File: src/hw/ccs_cfg.svh
// register offsets, field positions and reset values of the clock control block
`ifndef CCS_CFG_SVH
`define CCS_CFG_SVH

// ------------------------------------------------------------
// register offsets
// ------------------------------------------------------------
`define CCS_OFS_GP_SRC      8'h46
`define CCS_OFS_GP_DIV      8'h47
`define CCS_OFS_CONV_CFG    8'h49
`define CCS_OFS_OVL_FLAGS   8'h5b

// ------------------------------------------------------------
// reset values
// ------------------------------------------------------------
`define CCS_RST_GP_SRC      8'h00
`define CCS_RST_GP_DIV      8'h01
`define CCS_RST_CONV_CFG    8'h00
`define CCS_RST_OVL_FLAGS   8'h00

// ------------------------------------------------------------
// field positions
// ------------------------------------------------------------
`define CCS_GP_SEL_HI       2
`define CCS_GP_EN_BIT       7
`define CCS_GP_DIV_HI       6
`define CCS_CONV_MODE_HI    7
`define CCS_CONV_MODE_LO    6
`define CCS_CONV_SRC_AD     5
`define CCS_CONV_SRC_PICK   4
`define CCS_CONV_EN_AD      3
`define CCS_CONV_EN_MAN     2
`define CCS_CONV_RATIO_HI   1
`define CCS_OVL_LTCH1_BIT   7
`define CCS_OVL_LTCH2_BIT   6
`define CCS_OVL_LIVE1_BIT   5
`define CCS_OVL_LIVE2_BIT   4

// ------------------------------------------------------------
// encodings and counts
// ------------------------------------------------------------
`define CCS_GP_SEL_LAST     3'h5
`define CCS_GP_DIV_ZERO_VAL 8'h80
`define CCS_CONV_MODE_FAST  2'h3
`define CCS_GP_NSRC         6
`define CCS_CONV_NSRC       2

`endif

File: src/hw/ccs_pkg.sv
// types shared by the clock control block
package ccs_pkg;
	typedef enum logic [2:0] {
		CCS_GP_PLL,
		CCS_GP_PASI_BCLK,
		CCS_GP_SASI_BCLK,
		CCS_GP_CTRL_CLK,
		CCS_GP_OSC,
		CCS_GP_DSP_CLK
	} ccs_gp_src_t;

	typedef enum logic {
		CCS_CONV_AUDIO,
		CCS_CONV_OSC
	} ccs_conv_src_t;

	typedef logic [7:0] ccs_byte_t;
endpackage

File: src/hw/ccs_top.sv
// clock output, converter clock generation and overload flags
`timescale 1ns/1ns
`include "ccs_cfg.svh"

// ------------------------------------------------------------
// divider with glitch-free ratio switching; a source switch can cut the first high phase short
// ------------------------------------------------------------
module ccs_div #(
	parameter int NSRC = 2,
	parameter int SW   = 1
) (
	// clock and reset
	input  wire logic            core_clk,
	input  wire logic            rst,
	// control
	input  wire logic [NSRC-1:0] src_lvl,
	input  wire logic [SW-1:0]   src_sel,
	input  wire logic            run,
	input  wire logic [7:0]      div_val,
	// divided clock
	output logic                 clk_out
);
	logic [SW-1:0] sel_ff;
	logic [7:0]    val_ff;
	logic [7:0]    cnt_ff;
	logic          act_ff;
	logic          src_d_ff;
	logic          out_ff;
	logic [7:0]    nxt_cnt;
	logic          nxt_out;

	// reserved selector codes read as a quiet low source
	wire        src_now = (sel_ff < NSRC) ? src_lvl[sel_ff] : 1'b0;
	wire        src_nxt = (src_sel < NSRC) ? src_lvl[src_sel] : 1'b0;
	wire        rise    = src_now & ~src_d_ff;
	wire [7:0]  last    = val_ff - 8'h01;
	wire        wrap    = rise && (cnt_ff == last);
	// new source, ratio and run state take effect at a period boundary, or at once while the divider is stopped
	wire        load    = wrap || !act_ff;
	wire [7:0]  half    = {1'b0, val_ff[7:1]};

	assign nxt_cnt = load ? 8'h00 : (rise ? cnt_ff + 8'h01 : cnt_ff);
	// a stop landing at the wrap must not start one more short high phase
	wire        nxt_act = load ? run : act_ff;
	assign nxt_out = nxt_act && ((val_ff == 8'h01) ? src_now : (nxt_cnt < half));
	assign clk_out = out_ff;

	always_ff @(posedge core_clk or posedge rst) begin
		if (rst) begin
			sel_ff   <= '0;
			val_ff   <= 8'h01;
			cnt_ff   <= 8'h00;
			act_ff   <= 1'b0;
			src_d_ff <= 1'b0;
			out_ff   <= 1'b0;
		end else begin
			// a new source starts with its own history, so no false edge is counted
			src_d_ff <= load ? src_nxt : src_now;
			cnt_ff   <= nxt_cnt;
			out_ff   <= nxt_out;
			if (load) begin
				sel_ff <= src_sel;
				val_ff <= div_val;
				act_ff <= run;
			end
		end
	end
endmodule

// ------------------------------------------------------------
// top
// ------------------------------------------------------------
module ccs_top (
	// clock and reset
	input  wire logic       core_clk,
	input  wire logic       rst,
	// register port
	input  wire logic [7:0] reg_addr,
	input  wire logic [7:0] reg_wdata,
	input  wire logic       reg_wr,
	input  wire logic       reg_rd,
	output logic      [7:0] reg_rdata,
	// gp output clock sources
	input  wire logic       pll_clk,
	input  wire logic       pasi_bclk,
	input  wire logic       sasi_bclk,
	input  wire logic       control_port_clock,
	input  wire logic       osc_clk,
	input  wire logic       dsp_clk,
	// converter clock sources and auto control
	input  wire logic       audio_clk,
	input  wire logic       audio_clk_present,
	input  wire logic       conv_auto_request,
	// overload detection
	input  wire logic       chan1_overload,
	input  wire logic       chan2_overload,
	// divided clocks
	output logic            gp_clk_out,
	output logic            conv_clk_out
);
	import ccs_pkg::*;

	// ------------------------------------------------------------
	// registers
	// ------------------------------------------------------------
	logic [2:0] gp_clock_source_select_ff;
	logic       gp_clock_divider_enable_ff;
	logic [6:0] gp_clock_divider_value_ff;
	logic [7:0] conv_cfg_ff;
	logic       chan1_overload_latched_ff;
	logic       chan2_overload_latched_ff;
	ccs_byte_t  rdata_ff;

	// reset images, sliced per field
	localparam ccs_byte_t GP_SRC_RST = `CCS_RST_GP_SRC;
	localparam ccs_byte_t GP_DIV_RST = `CCS_RST_GP_DIV;
	localparam ccs_byte_t OVL_RST    = `CCS_RST_OVL_FLAGS;

	// ------------------------------------------------------------
	// decode
	// ------------------------------------------------------------
	wire hit_src  = (reg_addr == `CCS_OFS_GP_SRC);
	wire hit_div  = (reg_addr == `CCS_OFS_GP_DIV);
	wire hit_conv = (reg_addr == `CCS_OFS_CONV_CFG);
	wire hit_ovl  = (reg_addr == `CCS_OFS_OVL_FLAGS);
	wire wr_src   = reg_wr && hit_src;
	wire wr_div   = reg_wr && hit_div;
	wire wr_conv  = reg_wr && hit_conv;
	// reading the flag register is what clears the latched faults
	wire rd_ovl   = reg_rd && hit_ovl;

	// ------------------------------------------------------------
	// converter control fields
	// ------------------------------------------------------------
	wire [1:0] converter_clock_freq_mode      = conv_cfg_ff[`CCS_CONV_MODE_HI:`CCS_CONV_MODE_LO];
	wire       converter_source_auto_disable  = conv_cfg_ff[`CCS_CONV_SRC_AD];
	wire       converter_source_manual_pick   = conv_cfg_ff[`CCS_CONV_SRC_PICK];
	wire       converter_enable_auto_disable  = conv_cfg_ff[`CCS_CONV_EN_AD];
	wire       converter_divider_manual_on    = conv_cfg_ff[`CCS_CONV_EN_MAN];
	wire [1:0] converter_divider_manual_ratio = conv_cfg_ff[`CCS_CONV_RATIO_HI:0];

	// ------------------------------------------------------------
	// read mux
	// ------------------------------------------------------------
	// reserved bits always read zero; unmapped offsets read zero
	wire [7:0] rd_src  = {5'h00, gp_clock_source_select_ff};
	wire [7:0] rd_div  = {gp_clock_divider_enable_ff, gp_clock_divider_value_ff};
	wire [7:0] rd_ovl_v = {chan1_overload_latched_ff, chan2_overload_latched_ff,
		chan1_overload, chan2_overload, 4'h0};
	wire [7:0] nxt_rdata = hit_src  ? rd_src :
		hit_div  ? rd_div :
		hit_conv ? conv_cfg_ff :
		hit_ovl  ? rd_ovl_v : 8'h00;

	assign reg_rdata = rdata_ff;

	// ------------------------------------------------------------
	// overload latches
	// ------------------------------------------------------------
	// a live overload in the read cycle re-sets the flag, so no event is lost
	wire nxt_ltch1 = chan1_overload | (chan1_overload_latched_ff & ~rd_ovl);
	wire nxt_ltch2 = chan2_overload | (chan2_overload_latched_ff & ~rd_ovl);

	// ------------------------------------------------------------
	// register writes, overload latches and read data
	// ------------------------------------------------------------
	always_ff @(posedge core_clk or posedge rst) begin
		if (rst) begin
			gp_clock_source_select_ff  <= GP_SRC_RST[`CCS_GP_SEL_HI:0];
			gp_clock_divider_enable_ff <= GP_DIV_RST[`CCS_GP_EN_BIT];
			gp_clock_divider_value_ff  <= GP_DIV_RST[`CCS_GP_DIV_HI:0];
			conv_cfg_ff                <= `CCS_RST_CONV_CFG;
		end else begin
			if (wr_src) begin
				gp_clock_source_select_ff <= reg_wdata[`CCS_GP_SEL_HI:0];
			end
			if (wr_div) begin
				gp_clock_divider_enable_ff <= reg_wdata[`CCS_GP_EN_BIT];
				gp_clock_divider_value_ff  <= reg_wdata[`CCS_GP_DIV_HI:0];
			end
			if (wr_conv) begin
				conv_cfg_ff <= reg_wdata;
			end
		end
	end

	always_ff @(posedge core_clk or posedge rst) begin
		if (rst) begin
			chan1_overload_latched_ff <= OVL_RST[`CCS_OVL_LTCH1_BIT];
			chan2_overload_latched_ff <= OVL_RST[`CCS_OVL_LTCH2_BIT];
			rdata_ff                  <= `CCS_RST_OVL_FLAGS;
		end else begin
			chan1_overload_latched_ff <= nxt_ltch1;
			chan2_overload_latched_ff <= nxt_ltch2;
			if (reg_rd) begin
				rdata_ff <= nxt_rdata;
			end
		end
	end

	// ------------------------------------------------------------
	// general purpose clock output
	// ------------------------------------------------------------
	// source order follows the selector encoding
	wire [`CCS_GP_NSRC-1:0] gp_srcs = {dsp_clk, osc_clk, control_port_clock,
		sasi_bclk, pasi_bclk, pll_clk};
	// reserved selector codes keep the output parked low
	wire gp_sel_ok = (gp_clock_source_select_ff <= `CCS_GP_SEL_LAST);
	wire gp_run    = gp_clock_divider_enable_ff && gp_sel_ok;
	wire [7:0] gp_val = (gp_clock_divider_value_ff == 7'h00) ? `CCS_GP_DIV_ZERO_VAL :
		{1'b0, gp_clock_divider_value_ff};

	ccs_div #(
		.NSRC (`CCS_GP_NSRC),
		.SW   (3)
	) u_gp_div (
		.core_clk (core_clk),
		.rst      (rst),
		.src_lvl  (gp_srcs),
		.src_sel  (gp_clock_source_select_ff),
		.run      (gp_run),
		.div_val  (gp_val),
		.clk_out  (gp_clk_out)
	);

	// ------------------------------------------------------------
	// converter clock
	// ------------------------------------------------------------
	// auto mode falls back to the oscillator when no audio clock is detected
	wire conv_auto_src = ~audio_clk_present;
	wire conv_src = converter_source_auto_disable ?
		converter_source_manual_pick : conv_auto_src;
	wire conv_run = converter_enable_auto_disable ?
		converter_divider_manual_on : conv_auto_request;
	// auto ratio assumes a 12 MHz reference; modes 0 to 2 divide by 2, 4 and 8, the fast mode 3 passes it undivided
	wire [1:0] conv_auto_code = (converter_clock_freq_mode == `CCS_CONV_MODE_FAST) ? 2'h0 :
		converter_clock_freq_mode + 2'h1;
	// ratio follows the auto-select disable; the enable bit alone does not govern it
	wire [1:0] conv_code = converter_source_auto_disable ?
		converter_divider_manual_ratio : conv_auto_code;
	wire [7:0] conv_val  = 8'h01 << conv_code;
	wire [`CCS_CONV_NSRC-1:0] conv_srcs = {osc_clk, audio_clk};
	ccs_conv_src_t conv_src_e;
	assign conv_src_e = ccs_conv_src_t'(conv_src);

	ccs_div #(
		.NSRC (`CCS_CONV_NSRC),
		.SW   (1)
	) u_conv_div (
		.core_clk (core_clk),
		.rst      (rst),
		.src_lvl  (conv_srcs),
		.src_sel  (conv_src_e),
		.run      (conv_run),
		.div_val  (conv_val),
		.clk_out  (conv_clk_out)
	);
endmodule

File: config.mk
export PLATFORM = sky130hd
export DESIGN_NAME = ccs_top
export DESIGN_NICKNAME = d
export VERILOG_FILES = /design/src/hw/ccs_pkg.sv /design/src/hw/ccs_top.sv
export VERILOG_INCLUDE_DIRS = /design/src /design/src/hw
export SDC_FILE = /design/constraint.sdc
export NUM_CORES = 1
export LEC_CHECK = 0
export BUFFER_PORTS_ARGS = -buffer_cell sky130_fd_sc_hd__buf_2
export CORE_MARGIN = 2
export CORE_UTILIZATION = 50
export DETAILED_ROUTE_END_ITERATION = 10
export GPL_ROUTABILITY_DRIVEN = 0
export GPL_TIMING_DRIVEN = 0
export PLACE_DENSITY_LB_ADDON = 0.25
export SLEW_MARGIN = 30
export SYNTH_ARGS = -nofsm -noshare
export SYNTH_HDL_FRONTEND = slang
export SYNTH_SLANG_ARGS = --single-unit
File: constraint.sdc
create_clock -name core_clk -period 3.1 [get_ports core_clk]
set_input_delay 0.465 -clock core_clk [delete_from_list [all_inputs] [get_ports core_clk]]
set_output_delay 0.465 -clock core_clk [all_outputs]
set_load 0.01 [all_outputs]
==> impl_metrics.toml, run 1 <==
[floorplanning]
die_y_microns = 90.69
io_pins = 41
start_util = 0.5180
coreArea_sq_um = 7253
design.die.area_sq_um = 8224
die_w_microns = 90.69
num_rows = 31

[logic_synthesis]
async_flop_share = 1.000
synth_edf_count = 0
netlist_area_sq_um = 3757
yosysTopAreaCell = "dfrtp_1"
synth_ff_type = "dfrtp_1"
yosysSeqAreaShare = 0.4472
avgSynthCellArea_sq_um = 10.07
ys_warn_count = 0
synth_cells = 373
ys_ff_latch = 67
syn_nets = 420
synth_area_leaders = "dfrtp_1, mux2_2, ha_1, xnor2_1, nor2_1"
yosysTopAreaCellShare = 0.4262
ys_types = 50

[place]
io_buffer_count = 38
dp_slack_ns = -0.7250
dp_hpwl_microns = 6126

[cts]
cts_tree = "built"
hold_buffers = 0
clockRootBuffer = "clkbuf_8"
clk_pin_slew_ns = 0.08
cts.sinks = 67
clockBufferDepth = 2
cts_buffers = 9
clkLatencyLatePin_ns = 0.34
h-tree-depth = 3

[pwr]
irDropWorstVdd_uv = 345.8
power_density_nw_per_um2 = 615.9
power_mw = 2.847
p_leak_nw = 2.117

[routing]
ant_nets = 0
wl_per_cell_microns = 16.20
num_vias = 3092
drt_wl_total_microns = 8878
route.detailed.drc = 0
drt_iter0_drc = 190
drtPass1Iterations = 5
viasPerCell = 5.642

[global_route]
grt_pass1_vias = 2989
antenna_found_initial = 0
grt_overflow = 0
grt_first_pass_wirelength_microns = 14630
grt_usage = 0.2218
grt_start_max_net_pins = 38

[setup_path]
path_cells = "buf_4 > nor3_4 > nand2_2 > xnor2_2 > nand4_1 > o31ai_4 > clkbuf_8 > nor2_2 > ha_2 > a211oi_2 > nand2_1 > or4_1 > o211ai_1 > o211a_1"
path_delay_family = "simple AND/OR/NAND/NOR gates"
rr_worst_depth = 14
cp_slowest_cell = "or4_1"
worst_ep_arrival_time_ns = 3.61
worst_setup_path_end_kind = "register"
reg2reg_slack_ns = -0.23
required_ns = 3.38
cpPeakStageDelay_ns = 0.54
start_kind = "register"
path_class = "reg2reg"
crit_path_max_fanout = 6
worst-path-buf-inv = 2
timing.rr.end = "u_gp_div.clk_out"
r2r-start = "u_gp_div.val_ff[1]"

[sta]
slew_viol_final = 0
max_slew_margin = 0.5068
hold_violations = 0
setup_ws_ns = -0.2317
max_freq_ghz = 0.3001
worst-slew-pin-transition_ns = 0.7295
final-setup-viol-count = 1
finalClockSkew_ns = 0.01275
fin_crit_sh = 1.075
rsz0062_at_grt = "true"
fin_crit_ns = 3.332

[hold_path]
hp-class = "in2async"

[cells_and_area]
diodes = 0
multi_input_area_sq_um = 2101
register_area_sq_um = 1682
layout_commonest_cell = "dfrtp_1"
fin_util = 0.6372
num-fill-cells = 571
layout_common_cells = "dfrtp_1, nor2_1, buf_2, nand2_1, mux2_2"
drive_gt1_frac = 0.3096
nets = 491
syn_to_final_growth_pct = 23.01

[flow_run]
max-cap-violations = 0

[run_status]
violations = "setup timing"
outcome = "complete, but fails checks"
worst max-delay path by stage:
stage                             startpoint               end  slack, ns  depth (start not counted)
after floorplan                    sasi_bclk  u_gp_div.clk_out      -0.12                         13
after global placement             sasi_bclk  u_gp_div.clk_out      -0.67                         14
after detailed placement           sasi_bclk  u_gp_div.clk_out      -0.72                         14
after CTS                 u_gp_div.val_ff[0]  u_gp_div.clk_out      -0.09                         15
after global routing      u_gp_div.val_ff[1]  u_gp_div.clk_out      -0.35                         15
final                     u_gp_div.val_ff[1]  u_gp_div.clk_out      -0.23                         14
cell type report:
cell class,instances,share of cell area
multi-input cells,278,0.4545
repair buffers,60,0.08040
inverters,15,0.01272
clock buffers,9,0.02680
clock inverters,7,0.01760
plain buffers,13,0.01733
flip-flops and latches,67,0.3638
well taps,99,0.02680
power breakdown:
group | internal (mW) | leakage [nW] | switching, mW
combinational | 0.460 | 1.16 | 0.501
clock | 0.383 | 0.101 | 0.372
sequential | 0.993 | 0.860 | 0.137
total | 1.84 | 2.12 | 1.01
cell usage after synthesis (6+ instances only):
library cell / number
inv_1: 15
mux2i_1: 11
ha_1: 16
xnor2_1: 18
a21oi_1: 23
nand4_1: 8
mux2_2: 23
nor2_1: 40
nand3_1: 11
nand2_1: 34
clkbuf_1: 10
o21ai_0: 19
dfrtp_1: 64
xor2_1: 13
nor4_1: 6
routing by layer:
layer,part of all wire,vias to the layer above,track usage
met3,0.045,15,0.03589
met5,0,-,0
met4,0.016,0,0.06923
li1,-,1466,-
met2,0.47,92,0.3507
met1,0.47,1519,0.3138
state kept, by name, summed over array words and instances (netlist names), 4 cells and up:
register	count
reg_rdata	8
u_conv_div.val_ff	4
conv_cfg_ff	8
u_conv_div.cnt_ff	8
gp_clock_divider_value_ff	7
u_gp_div.cnt_ff	8
u_gp_div.val_ff	8
cells by family (layout without fill, tap and decap cells):
family                   count (synthesis)  in the layout  share of synthesized area
adder cells (fa/ha/maj)                 16             16                    0.05328
AND/OR/NAND/NOR                        125            125                     0.1632
XOR/XNOR                                31             31                    0.07226
flip-flops                              67             67                     0.4472
buffers and inverters                   28            104                    0.03097
multiplexers                            39             39                     0.1152
AO/OA/AOI/OAI                           67             67                     0.1179
through the flow:
stage                     area [sq um]  hold slack, ns  cells  TNS (ns)
after floorplan                   3772          0.4498    373   -0.1195
after detailed placement          4109          0.4662    511    -1.171
after CTS                         4519          0.1646    542  -0.08989
after global placement            4086          0.4632    510    -1.109
final                             4622          0.1474    548   -0.2317
after global routing              4622          0.1898    548   -0.3900
timing repair:
| item | 4_1_cts | 5_1_grt |
|---|---|---|
| setup endpoints to repair | 2 | 2 |
| buffers inserted | 15 | 6 |
| pin swaps | 13 | 12 |
| resized for setup | 23 | 13 |
(Power assumes the default switching activity.)
==> inputs of run 2 (changes only) <==
clock period = 4 ns   (was 3.1 ns; I/O delays follow)
==> run 2 against run 1 <==
  * The flow now finishes without violations
  * Combinational power fell by 32%
  * Sequential power fell by 23%
  * Design area fell by 5.6%
  * Wire length fell by 4.7%
  * Critical endpoint unchanged
  * Non-clock buffer count fell by 15
  * Flip-flop and latch count did not move
  * Clock power fell by 22%
==> impl_metrics.toml, run 2 (synthesized netlist as in run 1, its figures left out) <==
[run_status]
outcome = "finished clean"

[floorplanning]
num_rows = 31
io_pins = 41
die_y_microns = 90.69
design.die.area_sq_um = 8224
start_util = 0.5180
coreArea_sq_um = 7253
die_w_microns = 90.69

[cts]
cts_buffers = 9
cts_tree = "built"
hold_buffers = 0
clk_pin_slew_ns = 0.08
clockRootBuffer = "clkbuf_8"
clockBufferDepth = 2
h-tree-depth = 3
clkLatencyLatePin_ns = 0.35
cts.sinks = 67

[sta]
rsz0062_at_grt = "false"
worst-slew-pin-transition_ns = 0.7520
max_slew_margin = 0.4916
finalClockSkew_ns = 0.01237
fin_tns_setup_ns = 0
setup_ws_ns = 0.2398
final-setup-viol-count = 0
slew_viol_final = 0
hold_violations = 0
fin_crit_ns = 3.760
max_freq_ghz = 0.2659
hold_ws_ns = 0.2065
fin_crit_sh = 0.9400

[cells_and_area]
fin_util = 0.6015
diodes = 0
nets = 476
syn_to_final_growth_pct = 16.12
layout_common_cells = "dfrtp_1, nor2_1, buf_2, nand2_1"
layout_commonest_cell = "dfrtp_1"
drive_gt1_frac = 0.2304
fin_area_sq_um = 4363
finalNonFillerCells = 533

[setup_path]
start_kind = "register"
cpPeakStageDelay_ns = 0.58
path_cells = "inv_1 > ha_1 > nor2b_1 > nand3_1 > xnor2_1 > nand4_1 > o31ai_4 > clkbuf_2 > nor2_1 > ha_1 > a211oi_1 > nand2_1 > or4_1 > o211ai_1 > o211a_1"
crit_path_frequent_cell = "ha_1"
rr_worst_depth = 15
timing.rr.end = "u_gp_div.clk_out"
crit_path_max_fanout = 10
r2r-start = "u_gp_div.val_ff[0]"
cp-endpoint = "u_gp_div.clk_out"
path_class = "reg2reg"
worst_ep_arrival_time_ns = 4.04
worst_setup_path_end_kind = "register"
cp-startpoint = "u_gp_div.val_ff[0]"
reg2reg_slack_ns = 0.24
required_ns = 4.28
cp_slowest_cell = "dfstp_2"

[place]
dp_hpwl_microns = 6315
dpl_cell_area_sq_um = 4101
dp_slack_ns = -0.03120
io_buffer_count = 38
placedCellCount = 511

[routing]
drt_wl_total_microns = 8465
ant_nets = 0
drtPass1Iterations = 5
num_vias = 2964
drt_iter0_drc = 249
wl_per_cell_microns = 15.88
viasPerCell = 5.561
route.detailed.drc = 0

[pwr]
p_leak_nw = 1.987
irDropWorstVdd_uv = 323.6
power_mw = 2.115
power_density_nw_per_um2 = 484.7

[global_route]
grt_usage = 0.2159
grt_first_pass_wirelength_microns = 14300
grt_start_max_net_pins = 46
grt_pass1_vias = 2941
antenna_found_initial = 0
grt_overflow = 0

[flow_run]
max-cap-violations = 0

[hold_path]
hp-class = "in2async"
[run 2: cell count changes in the layout (fill, tap and decap cells not counted), sizes merged]
cell / previous run / this run
buf: 63 / 48
clkinv: 2 / 3
clkinvlp: 1 / 0
[run 2: power breakdown]
group,internal (mW),switching [mW],total (mW)
combinational,0.299,0.352,0.652
sequential,0.770,0.103,0.873
clock,0.298,0.292,0.590
[run 2: final cells by class]
type                       instances  area (sq um)
multi-input combinational        278          1969
clock inverter                     7         82.58
clock buffer                       9         123.9
tap                               99         123.9
timing repair buffer              45         262.8
sequential                        67          1680
inverter                          15         58.81
fill                             625          2890
buffer                            13         61.31
[run 2: how the worst min path moves through the flow]
stage | start | to | slack, ns | depth (start not counted)
floorplan | chan1_overload_latched_ff | chan1_overload_latched_ff | 0.45 | 1
global placement | chan2_overload_latched_ff | chan2_overload_latched_ff | 0.46 | 1
detailed placement | chan2_overload_latched_ff | chan2_overload_latched_ff | 0.47 | 1
CTS | rst | u_conv_div.cnt_ff[2] | 0.22 | 2
global route | rst | u_conv_div.cnt_ff[2] | 0.24 | 2
finish | rst | u_conv_div.cnt_ff[2] | 0.21 | 2
[run 2: what timing repair did]
action / CTS / global route
buffers inserted: 0 / 6
setup endpoints to repair: 0 / 2
gates resized for setup: 0 / 3
[run 2: metal layers]
metal,part of all wire,up-vias,global-route usage
met5,0,-,0
met4,0.013,0,0.06282
met3,0.051,12,0.04174
met2,0.45,91,0.3284
met1,0.48,1419,0.3141
li1,-,1442,-
[run 2: critical path, delay by kind of cell (launching register included)]
kind | cells | cell delay [ns]
simple gates | 6 | 1.08
compound gates | 4 | 0.99
flops | 1 | 0.58
fa+ha+maj | 2 | 0.55
buf+inv | 2 | 0.36
xor+xnor | 1 | 0.14
==> inputs of run 3 (changes only) <==
ABC_AREA = 1   (was not set)
==> run 3 against run 2 <==
  * Area after synthesis grew 4.8%
  * Largest cell class unchanged
  * Global-route usage grew 1.5 points
  * Cell count grew 27%
  * Highest routed layer unchanged
  * Maximum frequency grew 27%
==> impl_metrics.toml, run 3 <==
[global_route]
use_met3 = 0.04963
grt_first_pass_wirelength_microns = 15510
grtUsageMet1 = 0.2939
grtUsageMet2 = 0.3820
grt_start_max_net_pins = 48
busiest_layer = "met2"
grt_usage = 0.2310
antenna_found_initial = 0
grt_overflow = 0
grt_pass1_vias = 3330

[logic_synthesis]
netlist_area_sq_um = 3939
ys_ff_latch = 67
syn_nets = 565
avgSynthCellArea_sq_um = 7.604
ys_types = 45
yosysMostFrequentCell = "nand2_1"
yosysTopAreaCellShare = 0.4066
yosysSeqAreaShare = 0.4266
async_flop_share = 1.000
synth_area_leaders = "dfrtp_1, nand2_1, inv_1, o21ai_0, ha_1"
synth_cells = 518
synth_common_cells = "nand2_1, inv_1, dfrtp_1"
ys_warn_count = 0
synth_edf_count = 0
yosysTopAreaCell = "dfrtp_1"
synth_ff_type = "dfrtp_1"

[cts]
hold_buffers = 0
cts_setup_buffers = 0
h-tree-depth = 3
cts.sinks = 67
clockRootBuffer = "clkbuf_8"
cts_buffers = 9
cts_tree = "built"
clockBufferDepth = 2
clk_pin_slew_ns = 0.08
post_cts_resized = 0
clkLatencyLatePin_ns = 0.35

[cells_and_area]
fin_util = 0.5851
num-fill-cells = 729
nets = 617
layout_common_cells = "nand2_1, inv_1, dfrtp_1, o21ai_0, buf_2"
drive_gt1_frac = 0.1739
syn_to_final_growth_pct = 14.20
layout_commonest_cell = "nand2_1"
diodes = 0
finalNonFillerCells = 677

[pwr]
irDropWorstVdd_uv = 209.8
switching_share = 0.3172
p_int_mw = 1.151
p_leak_nw = 2.365
power_frac_seq = 0.465
clkPwrFrac = 0.344
p_switching_uw = 535.0
pwr-share-comb = 0.191
power_mw = 1.686
power_density_nw_per_um2 = 374.9

[sta]
fin_tns_setup_ns = 0
fin_crit_ns = 2.961
setup_ws_ns = 1.039
max_slew_margin = 0.6738
final-setup-viol-count = 0
worst-slew-pin-transition_ns = 0.4841
fin_crit_sh = 0.7403
rsz0062_at_grt = "false"
finalClockSkew_ns = 0.01169
slew_viol_final = 0
max_freq_ghz = 0.3377
hold_violations = 0

[setup_path]
path_class = "reg2reg"
cp-startpoint = "u_gp_div.val_ff[0]"
r2r-start = "u_gp_div.val_ff[0]"
crit_path_max_fanout = 10
path_delay_family = "simple AND/OR/NAND/NOR gates"
worst_setup_path_end_kind = "register"
required_ns = 4.25
crit_path_frequent_cell = "nand2_1"
cp_slowest_cell = "dfstp_2"
path_cells = "inv_1 > ha_1 > inv_1 > nand2_1 > nand2_1 > nand2_1 > nand2_1 > inv_1 > nand2_1 > nor2_2 > nand3_2 > and2_4 > buf_2 > nand2_1 > nor2_1 > ha_1 > a21oi_1 > nand2_1 > nand2_1 > nand2_1 > a21oi_1"
worst-path-buf-inv = 4
cpPeakStageDelay_ns = 0.57
start_kind = "register"
worst_ep_arrival_time_ns = 3.21

[routing]
wl_per_cell_microns = 13.45
drtPass1Iterations = 4
drt_wl_total_microns = 9106
drt_iter0_drc = 183
viasPerCell = 5.217
route.detailed.drc = 0
num_vias = 3532
ant_nets = 0

[place]
io_buffer_count = 40
dp_slack_ns = 1.001
placedCellCount = 661
dp_hpwl_microns = 7018

[floorplanning]
design.die.area_sq_um = 8603
io_pins = 41
num_rows = 32
die_y_microns = 92.76
start_util = 0.5124
die_w_microns = 92.76
coreArea_sq_um = 7687

[hold_path]
hp-class = "in2async"

[run_status]
outcome = "finished clean"

[flow_run]
max-cap-violations = 0
-- run 3: cell types whose count changed after synthesis, sizes merged, moves of 6 or more --
cell    before  now
inv         15   92
clkbuf      10    4
nand2       34  139
mux2        28    0
mux2i       11    2
nand3       11   30
or2          0    6
o21ai       19   57
xnor2       18    4
a21oi       23   13
-- run 3: worst paths after layout --
kind | end | slack (ns) | cells past startpoint
max | u_gp_div.clk_out | 1.04 | 21
min reg2reg | reg_rdata[3] | 0.49 | 2
max in group asynchronous | u_gp_div.val_ff[0] | 3.22 | 3
max reg2reg | u_gp_div.clk_out | 1.04 | 21
min in group core_clk | reg_rdata[3] | 0.46 | 3
min | u_conv_div.cnt_ff[7] | 0.20 | 2
-- run 3: layout make-up --
type | instances | area (sq um) | share of cell area
multi-input combinational | 350 | 1868 | 0.4153
inverter | 93 | 351.6 | 0.07816
clock inverter | 7 | 77.57 | 0.01725
timing repair buffer | 41 | 227.7 | 0.05063
clock buffer | 9 | 123.9 | 0.02754
tap | 102 | 127.6 | 0.02837
buffer | 8 | 41.29 | 0.009179
sequential | 67 | 1680 | 0.3736
-- run 3: worst register-to-register path, cell delays in order (launching register included) --
cell	delay, ns
dfstp_2	0.57
inv_1	0.10
ha_1	0.27
inv_1	0.08
nand2_1	0.06
nand2_1	0.06
nand2_1	0.04
nand2_1	0.06
inv_1	0.03
nand2_1	0.07
nor2_2	0.04
nand3_2	0.07
and2_4	0.18
buf_2	0.23
nand2_1	0.08
nor2_1	0.15
ha_1	0.26
a21oi_1	0.16
nand2_1	0.09
nand2_1	0.06
nand2_1	0.05
a21oi_1	0.17
-- run 3: logic make-up after synthesis --
family,after synthesis,share of synthesized area
buf+inv,101,0.09911
flops,67,0.4266
mux,2,0.005083
xor+xnor,13,0.02891
compound gates,82,0.1156
fa+ha+maj,16,0.05083
simple gates,237,0.2738
-- run 3: power by group through the flow --
stage	Clock, mW	Sequential [mW]	Combinational (mW)
after floorplan	0	0.784	0.242
after global placement	0	0.794	0.307
after detailed placement	0	0.796	0.322
after CTS	0.591	0.783	0.324
after global routing	0.627	0.792	0.373
final	0.580	0.784	0.323
-- run 3: stage by stage --
step / hold WS (ns) / area, sq um
CTS: 0.1992 / 4498
floorplan: 0.4530 / 3939
global placement: 0.4588 / 4267
global route: 0.2136 / 4498
detailed placement: 0.4720 / 4297
finish: 0.1986 / 4498
-- run 3: routing by layer --
layer,wire [microns],vias to the layer above
met3,409,20
met1,4104,1670
met2,4356,89
met5,0,-
li1,-,1753
met4,235,0
